--- config.mk ---
export PLATFORM = sky130hd
export DESIGN_NAME = nps_host
export DESIGN_NICKNAME = d
export VERILOG_FILES = /design/src/nps_pkg.sv /design/src/nps_strobe.sv /design/src/nps_host.sv
export SDC_FILE = /design/constraint.sdc
export NUM_CORES = 1
export LEC_CHECK = 0
export BUFFER_PORTS_ARGS = -buffer_cell sky130_fd_sc_hd__buf_2
export CAP_MARGIN = 25
export CORE_MARGIN = 2
export CORE_UTILIZATION = 58
export CTS_CLUSTER_SIZE = 16
export DETAILED_ROUTE_END_ITERATION = 12
export PLACE_DENSITY = 0.8
export SLEW_MARGIN = 0
export SYNTH_ARGS = -nofsm -noshare
export SYNTH_HDL_FRONTEND = slang
export SYNTH_HIERARCHICAL = 1
export SYNTH_SLANG_ARGS = --single-unit
export TNS_END_PERCENT = 50
--- constraint.sdc ---
create_clock -name clk -period 4.4 [get_ports clk]
set_clock_uncertainty 0.2 [all_clocks]
set_input_delay 0.66 -clock clk [delete_from_list [all_inputs] [get_ports clk]]
set_output_delay 0.66 -clock clk [all_outputs]
set_load 0.005 [all_outputs]
--- src/nps_pkg.sv ---
// package: command codes, address layout and timing for the flash host
package nps_pkg;
   localparam logic [7:0] CMD_READ_SETUP   = 8'h00;
   localparam logic [7:0] CMD_READ_CONFIRM = 8'h30;
   localparam logic [7:0] CMD_CACHE_READ   = 8'h31;
   localparam logic [7:0] CMD_CACHE_EXIT   = 8'h34;
   localparam logic [7:0] CMD_COPY_READ    = 8'h35;
   localparam logic [7:0] CMD_RAND_OUT     = 8'h05;
   localparam logic [7:0] CMD_RAND_OUT_CFM = 8'he0;
   localparam logic [7:0] CMD_PROG_SETUP   = 8'h80;
   localparam logic [7:0] CMD_PROG_CONFIRM = 8'h10;
   localparam logic [7:0] CMD_RAND_IN      = 8'h85;
   localparam logic [7:0] CMD_READ_STATUS  = 8'h70;
   localparam int COL_CYCLES  = 2;
   localparam int ADDR_CYCLES = 4;
   localparam int PAGE_BYTES  = 2112;
   localparam int MAX_PARTIAL = 8;
   localparam int CTRL_READY_BIT = 6;
   localparam int INT_READY_BIT  = 5;
   localparam int ERROR_BIT      = 0;
   // strobe timing in ns, cycles derived at 100 ns per clock
   localparam int CLK_NS      = 100;
   localparam int STROBE_NS   = 100;
   localparam int STROBE_CYC  = (STROBE_NS + CLK_NS - 1) / CLK_NS;
   typedef enum logic [2:0] {
      NPS_OP_READ, NPS_OP_CACHE_READ, NPS_OP_CACHE_EXIT, NPS_OP_RAND_OUT,
      NPS_OP_PROGRAM, NPS_OP_COPY_READ, NPS_OP_COPY_PROG, NPS_OP_STATUS
   } nps_op_t;
endpackage

--- src/nps_strobe.sv ---
// one bus cycle on the flash pins: latch write or data read strobe
`timescale 1ns/10ps
module nps_strobe #(
   parameter int LOW_CYC = 1
) (
   // clock and reset
   input  wire logic       clk,
   input  wire logic       rst,
   // request
   input  wire logic       start,
   input  wire logic       is_read,
   output logic            done,
   // strobes
   output logic            write_strobe_n,
   output logic            read_strobe_n
);
   typedef enum logic [1:0] {NPS_S_IDLE, NPS_S_LOW, NPS_S_HIGH} nps_sph_t;
   nps_sph_t   ph_r, ph_nxt;
   logic [7:0] cnt_r, cnt_nxt;
   logic       rd_r, rd_nxt;

   always_comb begin
      ph_nxt = ph_r;
      cnt_nxt = cnt_r;
      rd_nxt = rd_r;
      done = 1'b0;
      case (ph_r)
         NPS_S_IDLE: if (start) begin
            ph_nxt = NPS_S_LOW;
            rd_nxt = is_read;
            cnt_nxt = 8'(LOW_CYC - 1);
         end
         NPS_S_LOW: if (cnt_r == 8'h00) begin
            ph_nxt = NPS_S_HIGH;
            cnt_nxt = 8'(LOW_CYC - 1);
         end else begin
            cnt_nxt = cnt_r - 8'h01;
         end
         NPS_S_HIGH: if (cnt_r == 8'h00) begin
            ph_nxt = NPS_S_IDLE;
            done = 1'b1;
         end else begin
            cnt_nxt = cnt_r - 8'h01;
         end
         default: ph_nxt = NPS_S_IDLE;
      endcase
   end

   always_ff @(posedge clk) begin
      if (rst) begin
         ph_r <= NPS_S_IDLE;
         cnt_r <= 8'h00;
         rd_r <= 1'b0;
      end else begin
         ph_r <= ph_nxt;
         cnt_r <= cnt_nxt;
         rd_r <= rd_nxt;
      end
   end

   // the device latches on the rising edge, i.e. leaving the low phase
   assign write_strobe_n = !(ph_r == NPS_S_LOW && !rd_r);
   assign read_strobe_n  = !(ph_r == NPS_S_LOW && rd_r);
endmodule

--- src/nps_host.sv ---
// host sequencer driving page read, cache read, program and copy-back
`timescale 1ns/10ps
module nps_host #(
   parameter int ADDR_CYCLES = nps_pkg::ADDR_CYCLES,
   parameter int MAX_PARTIAL = nps_pkg::MAX_PARTIAL,
   parameter int PAGE_ADDR_W = 17
) (
   // clock and reset
   input  wire logic        clk,
   input  wire logic        rst,
   // user request
   input  wire logic        op_valid,
   output logic             op_ready,
   input  wire nps_pkg::nps_op_t op_code,
   input  wire logic [11:0] op_column,
   input  wire logic [PAGE_ADDR_W-1:0] op_row,
   input  wire logic [15:0] op_count,
   // user write data
   input  wire logic [7:0]  wr_data,
   input  wire logic        wr_valid,
   output logic             wr_ready,
   // user read data and results
   output logic [7:0]       rd_data,
   output logic             rd_valid,
   output logic             op_done,
   output logic             op_error,
   output logic             op_refused,
   // flash pins
   output logic             command_latch_line,
   output logic             address_latch_line,
   output logic             write_strobe_n,
   output logic             read_strobe_n,
   output logic [7:0]       io_out,
   output logic             io_oe,
   input  wire logic [7:0]  io_in,
   input  wire logic        ready_busy_line
);
   typedef enum logic [3:0] {
      NPS_IDLE, NPS_CMD1, NPS_ADDR, NPS_DATA_IN, NPS_CMD2, NPS_WAIT_BUSY,
      NPS_WAIT_READY, NPS_STATUS_CMD, NPS_STATUS_RD, NPS_DATA_OUT
   } nps_state_t;

   nps_state_t st_r, st_nxt;
   nps_pkg::nps_op_t op_r, op_nxt;
   logic [11:0] col_r, col_nxt;
   logic [PAGE_ADDR_W-1:0] row_r, row_nxt;
   logic [15:0] cnt_r, cnt_nxt;
   logic [2:0]  acyc_r, acyc_nxt;
   logic        read_mode_r, read_mode_nxt;
   logic        cache_r, cache_nxt;
   logic        loaded_r, loaded_nxt;
   logic [3:0]  partial_r, partial_nxt;
   logic [PAGE_ADDR_W-1:0] last_row_r, last_row_nxt;
   logic [7:0]  io_r, io_nxt;
   logic [7:0]  rd_r, rd_nxt;
   logic        rdv_r, rdv_nxt, done_r, done_nxt, err_r, err_nxt;
   logic        ref_r, ref_nxt, cl_r, cl_nxt, al_r, al_nxt, oe_r, oe_nxt;
   logic        go, go_rd, bus_done;
   logic        rb_meta_r, rb_r;
   logic [39:0] addr_bytes;

   nps_strobe #(.LOW_CYC(nps_pkg::STROBE_CYC)) u_strobe (
      .clk            (clk),
      .rst            (rst),
      .start          (go),
      .is_read        (go_rd),
      .done           (bus_done),
      .write_strobe_n (write_strobe_n),
      .read_strobe_n  (read_strobe_n)
   );

   // ready/busy is asynchronous to us
   always_ff @(posedge clk) begin
      if (rst) begin
         rb_meta_r <= 1'b1;
         rb_r <= 1'b1;
      end else begin
         rb_meta_r <= ready_busy_line;
         rb_r <= rb_meta_r;
      end
   end

   // column in two bytes, then row bytes
   assign addr_bytes = {{(24-PAGE_ADDR_W){1'b0}}, row_r, 4'h0, col_r};

   always_comb begin
      st_nxt = st_r; op_nxt = op_r; col_nxt = col_r; row_nxt = row_r;
      cnt_nxt = cnt_r; acyc_nxt = acyc_r; read_mode_nxt = read_mode_r;
      cache_nxt = cache_r; loaded_nxt = loaded_r; partial_nxt = partial_r;
      last_row_nxt = last_row_r; io_nxt = io_r; rd_nxt = rd_r;
      cl_nxt = cl_r; al_nxt = al_r; oe_nxt = oe_r;
      rdv_nxt = 1'b0; done_nxt = 1'b0; err_nxt = err_r; ref_nxt = 1'b0;
      go = 1'b0; go_rd = 1'b0; wr_ready = 1'b0;
      op_ready = (st_r == NPS_IDLE);
      case (st_r)
         NPS_IDLE: if (op_valid) begin
            op_nxt = op_code; col_nxt = op_column; row_nxt = op_row;
            cnt_nxt = op_count; acyc_nxt = 3'd0; loaded_nxt = 1'b0;
            err_nxt = 1'b0;
            st_nxt = NPS_CMD1;
            // no random output in cache read
            if (op_code == nps_pkg::NPS_OP_RAND_OUT && cache_r)
               begin ref_nxt = 1'b1; st_nxt = NPS_IDLE; end
            // exit only meaningful inside cache read
            if (op_code == nps_pkg::NPS_OP_CACHE_EXIT && !cache_r)
               begin ref_nxt = 1'b1; st_nxt = NPS_IDLE; end
            // cache read must start at column zero
            if (op_code == nps_pkg::NPS_OP_CACHE_READ && op_column != 12'h000)
               begin ref_nxt = 1'b1; st_nxt = NPS_IDLE; end
            // eighth partial program is the last before erase
            if (op_code == nps_pkg::NPS_OP_PROGRAM && op_row == last_row_r &&
                partial_r >= 4'(MAX_PARTIAL))
               begin ref_nxt = 1'b1; st_nxt = NPS_IDLE; end
            // program with no data would not start
            if (op_code == nps_pkg::NPS_OP_PROGRAM && op_count == 16'h0000)
               begin ref_nxt = 1'b1; st_nxt = NPS_IDLE; end
            cl_nxt = (st_nxt == NPS_CMD1);
            oe_nxt = (st_nxt == NPS_CMD1);
            case (op_code)
               nps_pkg::NPS_OP_READ: io_nxt = read_mode_r ?
                  nps_pkg::CMD_READ_CONFIRM : nps_pkg::CMD_READ_SETUP;
               nps_pkg::NPS_OP_CACHE_EXIT: io_nxt = nps_pkg::CMD_CACHE_EXIT;
               nps_pkg::NPS_OP_RAND_OUT:   io_nxt = nps_pkg::CMD_RAND_OUT;
               nps_pkg::NPS_OP_PROGRAM:    io_nxt = nps_pkg::CMD_PROG_SETUP;
               nps_pkg::NPS_OP_COPY_PROG:  io_nxt = nps_pkg::CMD_RAND_IN;
               nps_pkg::NPS_OP_STATUS:     io_nxt = nps_pkg::CMD_READ_STATUS;
               default:                    io_nxt = nps_pkg::CMD_READ_SETUP;
            endcase
         end
         // command byte on the low lines with command latch high
         NPS_CMD1: begin
            go = 1'b1;
            st_nxt = NPS_CMD1;
            if (bus_done) begin
               cl_nxt = 1'b0;
               if (op_r == nps_pkg::NPS_OP_CACHE_EXIT) begin
                  cache_nxt = 1'b0; st_nxt = NPS_WAIT_BUSY;
                  oe_nxt = 1'b0;
               end else if (op_r == nps_pkg::NPS_OP_STATUS) begin
                  oe_nxt = 1'b0; st_nxt = NPS_STATUS_RD;
                  // device stays in status mode until a full read
                  read_mode_nxt = 1'b0;
               end else if (op_r == nps_pkg::NPS_OP_READ && read_mode_r) begin
                  oe_nxt = 1'b0; st_nxt = NPS_WAIT_BUSY;
               end else begin
                  al_nxt = 1'b1; io_nxt = addr_bytes[7:0]; st_nxt = NPS_ADDR;
               end
            end
         end
         // only the cycles the density needs are sent
         NPS_ADDR: begin
            go = 1'b1;
            if (bus_done) begin
               acyc_nxt = acyc_r + 3'd1;
               io_nxt = addr_bytes[8*(32'(acyc_r)+1) +: 8];
               // random output: column cycles only
               if ((op_r == nps_pkg::NPS_OP_RAND_OUT &&
                    acyc_r == 3'(nps_pkg::COL_CYCLES - 1)) ||
                   acyc_r == 3'(ADDR_CYCLES - 1)) begin
                  al_nxt = 1'b0;
                  if (op_r == nps_pkg::NPS_OP_PROGRAM) begin
                     st_nxt = NPS_DATA_IN;
                  end else begin
                     cl_nxt = 1'b1; st_nxt = NPS_CMD2;
                     case (op_r)
                        nps_pkg::NPS_OP_CACHE_READ:
                           io_nxt = nps_pkg::CMD_CACHE_READ;
                        nps_pkg::NPS_OP_COPY_READ:
                           io_nxt = nps_pkg::CMD_COPY_READ;
                        nps_pkg::NPS_OP_RAND_OUT:
                           io_nxt = nps_pkg::CMD_RAND_OUT_CFM;
                        nps_pkg::NPS_OP_COPY_PROG:
                           io_nxt = nps_pkg::CMD_PROG_CONFIRM;
                        default: io_nxt = nps_pkg::CMD_READ_CONFIRM;
                     endcase
                  end
               end
            end
         end
         // data words after the address, then confirm
         NPS_DATA_IN: begin
            // byte sits on the bus a cycle before its strobe starts
            go = loaded_r && cnt_r != 16'h0000;
            if (cnt_r == 16'h0000) begin
               cl_nxt = 1'b1; st_nxt = NPS_CMD2;
               io_nxt = nps_pkg::CMD_PROG_CONFIRM;
            end else if (!loaded_r) begin
               if (wr_valid) begin
                  wr_ready = 1'b1; io_nxt = wr_data; loaded_nxt = 1'b1;
               end
            end else if (bus_done) begin
               cnt_nxt = cnt_r - 16'h0001;
               loaded_nxt = 1'b0;
            end
         end
         NPS_CMD2: begin
            go = 1'b1;
            if (bus_done) begin
               cl_nxt = 1'b0; oe_nxt = 1'b0;
               st_nxt = (op_r == nps_pkg::NPS_OP_RAND_OUT) ?
                  NPS_DATA_OUT : NPS_WAIT_BUSY;
               read_mode_nxt = (op_r == nps_pkg::NPS_OP_READ);
               if (op_r == nps_pkg::NPS_OP_CACHE_READ) cache_nxt = 1'b1;
               if (op_r == nps_pkg::NPS_OP_PROGRAM) begin
                  partial_nxt = (row_r == last_row_r) ?
                     partial_r + 4'd1 : 4'd1;
                  last_row_nxt = row_r;
               end
            end
         end
         // acyc is free here; 7 marks the one spare cycle, count is kept
         NPS_WAIT_BUSY: begin
            if (!rb_r || acyc_r == 3'd7) st_nxt = NPS_WAIT_READY;
            else acyc_nxt = 3'd7;
         end
         // proceed only once ready/busy is high
         NPS_WAIT_READY: if (rb_r) begin
            if (op_r == nps_pkg::NPS_OP_PROGRAM ||
                op_r == nps_pkg::NPS_OP_COPY_PROG) begin
               cl_nxt = 1'b1; oe_nxt = 1'b1;
               io_nxt = nps_pkg::CMD_READ_STATUS;
               st_nxt = NPS_STATUS_CMD;
            end else if (op_r == nps_pkg::NPS_OP_COPY_READ ||
                         op_r == nps_pkg::NPS_OP_CACHE_EXIT) begin
               done_nxt = 1'b1; st_nxt = NPS_IDLE;
            end else begin
               cnt_nxt = op_count_len(cnt_r);
               st_nxt = NPS_DATA_OUT;
            end
         end
         NPS_STATUS_CMD: begin
            go = 1'b1;
            if (bus_done) begin
               cl_nxt = 1'b0; oe_nxt = 1'b0; st_nxt = NPS_STATUS_RD;
               read_mode_nxt = 1'b0;
            end
         end
         // status byte read and error flag taken
         NPS_STATUS_RD: begin
            go = 1'b1; go_rd = 1'b1;
            // bus is released soon after the strobe rises: take it while low
            if (!read_strobe_n) rd_nxt = io_in;
            if (bus_done) begin
               rdv_nxt = 1'b1; done_nxt = 1'b1;
               err_nxt = rd_r[nps_pkg::ERROR_BIT];
               st_nxt = NPS_IDLE;
            end
         end
         // one unit per read strobe until count spent
         NPS_DATA_OUT: begin
            go = cnt_r != 16'h0000; go_rd = 1'b1;
            if (!read_strobe_n) rd_nxt = io_in;
            if (cnt_r == 16'h0000) begin
               done_nxt = 1'b1; st_nxt = NPS_IDLE;
            end else if (bus_done) begin
               rdv_nxt = 1'b1;
               cnt_nxt = cnt_r - 16'h0001;
            end
         end
         default: st_nxt = NPS_IDLE;
      endcase
   end

   // zero length means the full page
   function automatic logic [15:0] op_count_len(input logic [15:0] n);
      op_count_len = (n == 16'h0000) ? 16'(nps_pkg::PAGE_BYTES) : n;
   endfunction

   always_ff @(posedge clk) begin
      if (rst) begin
         st_r <= NPS_IDLE; op_r <= nps_pkg::NPS_OP_READ;
         col_r <= 12'h000; row_r <= '0; cnt_r <= 16'h0000; acyc_r <= 3'd0;
         read_mode_r <= 1'b0; cache_r <= 1'b0; loaded_r <= 1'b0;
         partial_r <= 4'h0; last_row_r <= '0; io_r <= 8'h00;
         rd_r <= 8'h00; rdv_r <= 1'b0; done_r <= 1'b0; err_r <= 1'b0;
         ref_r <= 1'b0; cl_r <= 1'b0; al_r <= 1'b0; oe_r <= 1'b0;
      end else begin
         st_r <= st_nxt; op_r <= op_nxt; col_r <= col_nxt; row_r <= row_nxt;
         cnt_r <= cnt_nxt; acyc_r <= acyc_nxt; read_mode_r <= read_mode_nxt;
         cache_r <= cache_nxt; loaded_r <= loaded_nxt;
         partial_r <= partial_nxt; last_row_r <= last_row_nxt;
         io_r <= io_nxt; rd_r <= rd_nxt; rdv_r <= rdv_nxt;
         done_r <= done_nxt; err_r <= err_nxt; ref_r <= ref_nxt;
         cl_r <= cl_nxt; al_r <= al_nxt; oe_r <= oe_nxt;
      end
   end

   assign command_latch_line = cl_r;
   assign address_latch_line = al_r;
   assign io_out = io_r;
   assign io_oe = oe_r;
   assign rd_data = rd_r;
   assign rd_valid = rdv_r;
   assign op_done = done_r;
   assign op_error = err_r;
   assign op_refused = ref_r;
endmodule

==> results.sh <==
export IMPL_postCtsSetupBuffers=0
export IMPL_critPathArrivalTime_ns=3.58
export IMPL_grt_pass1_wl_um=30900
export IMPL_drive_above_1_share_pct=18.1
export IMPL_cts_resized=0
export IMPL_hold_viol=0
export IMPL_worstMarginPinSlew_ns=0.924
export IMPL_row_count=39
export IMPL_drt_initial_drc_count=709
export IMPL_grt_pass1_vias=6322
export IMPL_die_area_mm2=0.0124
export IMPL_via_per_inst=6.22
export IMPL_r2r_cells=11
export IMPL_hold_path_end="rb_r"
export IMPL_yosys_warnings=6
export IMPL_synth_cells=856
export IMPL_wl_per_cell_um=17.6
export IMPL_crit_top_cell="nor2_1"
export IMPL_place_port_buffers=95
export IMPL_async_flop_share_pct=0
export IMPL_crit_family="simple AND/OR/NAND/NOR gates"
export IMPL_slew_headroom_pct=38.3
export IMPL_synth_ff_type="dfxtp_1"
export IMPL_synthesis_area_mm2=0.00667
export IMPL_crit_chain="inv_1 -> ha_1 -> nor4b_1 -> and4b_1 -> buf_4 -> nor2_1 -> a21oi_1 -> o211ai_1 -> a221o_1 -> a2111oi_0 -> nor2_1"
export IMPL_num_io_pins=96
export IMPL_r2r_end="io_out[2]"
export IMPL_mostFrequentLayoutCell="nand2_1"
export IMPL_crit_path_max_fanout=19
export IMPL_synth_nets=938
export IMPL_ant_nets=0
export IMPL_cts_made_buffers=17
export IMPL_final_max_slew_violation_count=0
export IMPL_synth_area_per_cell_um2=7.79
export IMPL_synthTopCellsByArea="dfxtp_1 35%, nand2_1 7.0%, a21oi_1 6.8%"
export IMPL_core_area_mm2=0.0113
export IMPL_path_class="reg2reg"
export IMPL_gp_congestion=0.976
export IMPL_setup_viol=0
export IMPL_grt_usage_pct=30.9
export IMPL_nets=1007
export IMPL_final_cell_mix="124 x nand2_1, 115 x dfxtp_1, 95 x buf_2"
export IMPL_clkSinkCount=115
export IMPL_post_dp_cell_area_mm2=0.00718
export IMPL_ys_seq_area_share_pct=34.5
export IMPL_cts_root_buf="clkbuf_16"
export IMPL_setup_tns_final_ns=0
export IMPL_synth_edf_count=0
export IMPL_grt_overflow=0
export IMPL_holdWs_ns=0.216
export IMPL_end_kind="flop"
export IMPL_rsz0062_at_grt="no"
export IMPL_start_util_pct=58.9
export IMPL_p_leak_nw=2.97
export IMPL_synth_cell_type_count=71
export IMPL_min_period_over_period_pct=78.8
export IMPL_hold_buffers=0
export IMPL_critPathRequiredTime_ns=4.51
export IMPL_drc_errors=0
export IMPL_cts_tree="yes"
export IMPL_die_h_um=111
export IMPL_synth_top_area_share_pct=34.5
export IMPL_r2r_slack_ns=0.93
export IMPL_p_per_area_mw_per_mm2=580
export IMPL_diodes=0
export IMPL_grt_start_max_net_pins=71
export IMPL_routed_wl_um=19000
export IMPL_clk_latency_ns=0.43
export IMPL_path_buf_inv=2
export IMPL_drv_cap=0
export IMPL_hold_path_class="reg2reg"
export IMPL_synth_seq_cells=115
export IMPL_slowest_stage="and4b_1"
export IMPL_period_minus_slack_ns=3.47
export IMPL_vias=6721
export IMPL_p_total_w=0.00452
export IMPL_htreeDepth=4
export IMPL_final_area_mm2=0.00778
export IMPL_whs_path_depth=1
export IMPL_outcome="complete, no violations"
export IMPL_synth_area_leader_cell="dfxtp_1"
export IMPL_dr_pass1_iters=6
export IMPL_start_kind="flop"
export IMPL_fmax_mhz=288
export IMPL_die_width_um=111
export IMPL_regToRegStartpoint="u_strobe/cnt_r[0]"
export IMPL_area_growth_pct=16.7
export IMPL_ctsLongestPathBuffers=2
export IMPL_path_clk_slew_ns=0.06
export IMPL_min_from="rb_meta_r"
export IMPL_place_hpwl_um=13100
export IMPL_worst_path_largest_cell_delay_ns=0.63
export IMPL_antenna_found_initial=0
export IMPL_ir_drop_uv=486
-- power by group --
| group | internal (W) | total, W | switching [W] | leakage [nW] |
|---|---|---|---|---|
| Combinational | 0.000663 | 0.00163 | 0.000968 | 1.73 |
| Clock | 0.000893 | 0.00142 | 0.000529 | 0.294 |
| Sequential | 0.00122 | 0.00146 | 0.000245 | 0.938 |
-- per-stage QoR --
stage	utilization [%]	setup slack [ns]	std cells
6_report	68.8	0.932	1081
5_1_grt	68.8	0.655	1081
4_1_cts	68.8	0.968	1081
3_5_place_dp	63.4	0.966	1049
3_3_place_gp	63.4	1.13	1049
2_1_floorplan	-	1.25	856
-- flip-flops by register name, indices dropped and copies added, names as in the netlist, 2 cells and up --
register	count
u_strobe/cnt_r	8
op_r	3
cnt_r	16
st_r	4
rd_data	8
io_out	8
u_strobe/ph_r	2
row_r	17
acyc_r	3
last_row_r	17
partial_r	4
col_r	12
-- Yosys cell counts (4+ instances only) --
cell / n
nand2_1: 124
dfxtp_1: 115
a21oi_1: 90
nor2_1: 67
o21ai_0: 50
clkbuf_1: 41
xnor2_1: 32
nor3_1: 25
mux2i_1: 23
nand3_1: 21
inv_1: 19
a31oi_1: 14
nand4_1: 14
ha_1: 13
buf_2: 12
nor2b_1: 12
xor2_1: 12
nor4_1: 11
o31ai_1: 11
or3_1: 10
a211oi_1: 9
nand2b_1: 8
o211ai_1: 8
or4_1: 8
a22oi_1: 7
and3_1: 7
a31o_2: 6
o21a_1: 6
or2_2: 6
a221oi_1: 5
a221o_1: 4
nor3b_1: 4
-- worst register-to-register path: stages, from the launching register on --
cell	delay, ns
dfxtp_1	0.32
inv_1	0.08
ha_1	0.16
nor4b_1	0.42
and4b_1	0.63
buf_4	0.30
nor2_1	0.09
a21oi_1	0.13
o211ai_1	0.14
a221o_1	0.36
a2111oi_0	0.42
nor2_1	0.09
-- cell families (layout without fill, tap and decap cells) --
kind of cell | after synthesis | after routing | synth area share [%]
AOI/OAI and AO/OA | 240 | 240 | 22.5
buffers and inverters | 79 | 161 | 4.97
xor gates and xnor gates | 44 | 44 | 5.78
adders and majority gates | 13 | 13 | 2.44
muxes | 25 | 25 | 3.96
DFF | 115 | 115 | 34.5
and+or+nand+nor | 340 | 340 | 25.8
-- final cells by class --
cell class	count	area [µm²]
Clock buffer	17	425
Multi-Input combinational cell	662	4040
Timing Repair Buffer	109	581
Tap cell	143	179
Inverter	20	75.1
Clock inverter	15	181
Sequential cell	115	2300
Fill cell	944	3540
-- how the worst max path moves through the flow --
stage                 startpoint         to  cells past startpoint
3_3_place_gp   u_strobe/cnt_r[0]  io_out[0]                     11
6_report       u_strobe/cnt_r[0]  io_out[2]                     11
2_1_floorplan  u_strobe/cnt_r[0]   cnt_r[8]                     15
4_1_cts        u_strobe/cnt_r[0]  io_out[2]                     11
3_5_place_dp   u_strobe/cnt_r[0]  io_out[2]                     11
5_1_grt        u_strobe/cnt_r[0]  io_out[2]                     11
-- per-layer routing --
layer	vias up	global-route usage, %	part of all wire, %
met1	3118	36.7	41
met4	0	17.5	4.3
met5	-	0	0
met2	310	51.9	48
met3	66	6.07	6.9
li1	3227	-	-
(Power assumes the default switching activity.)
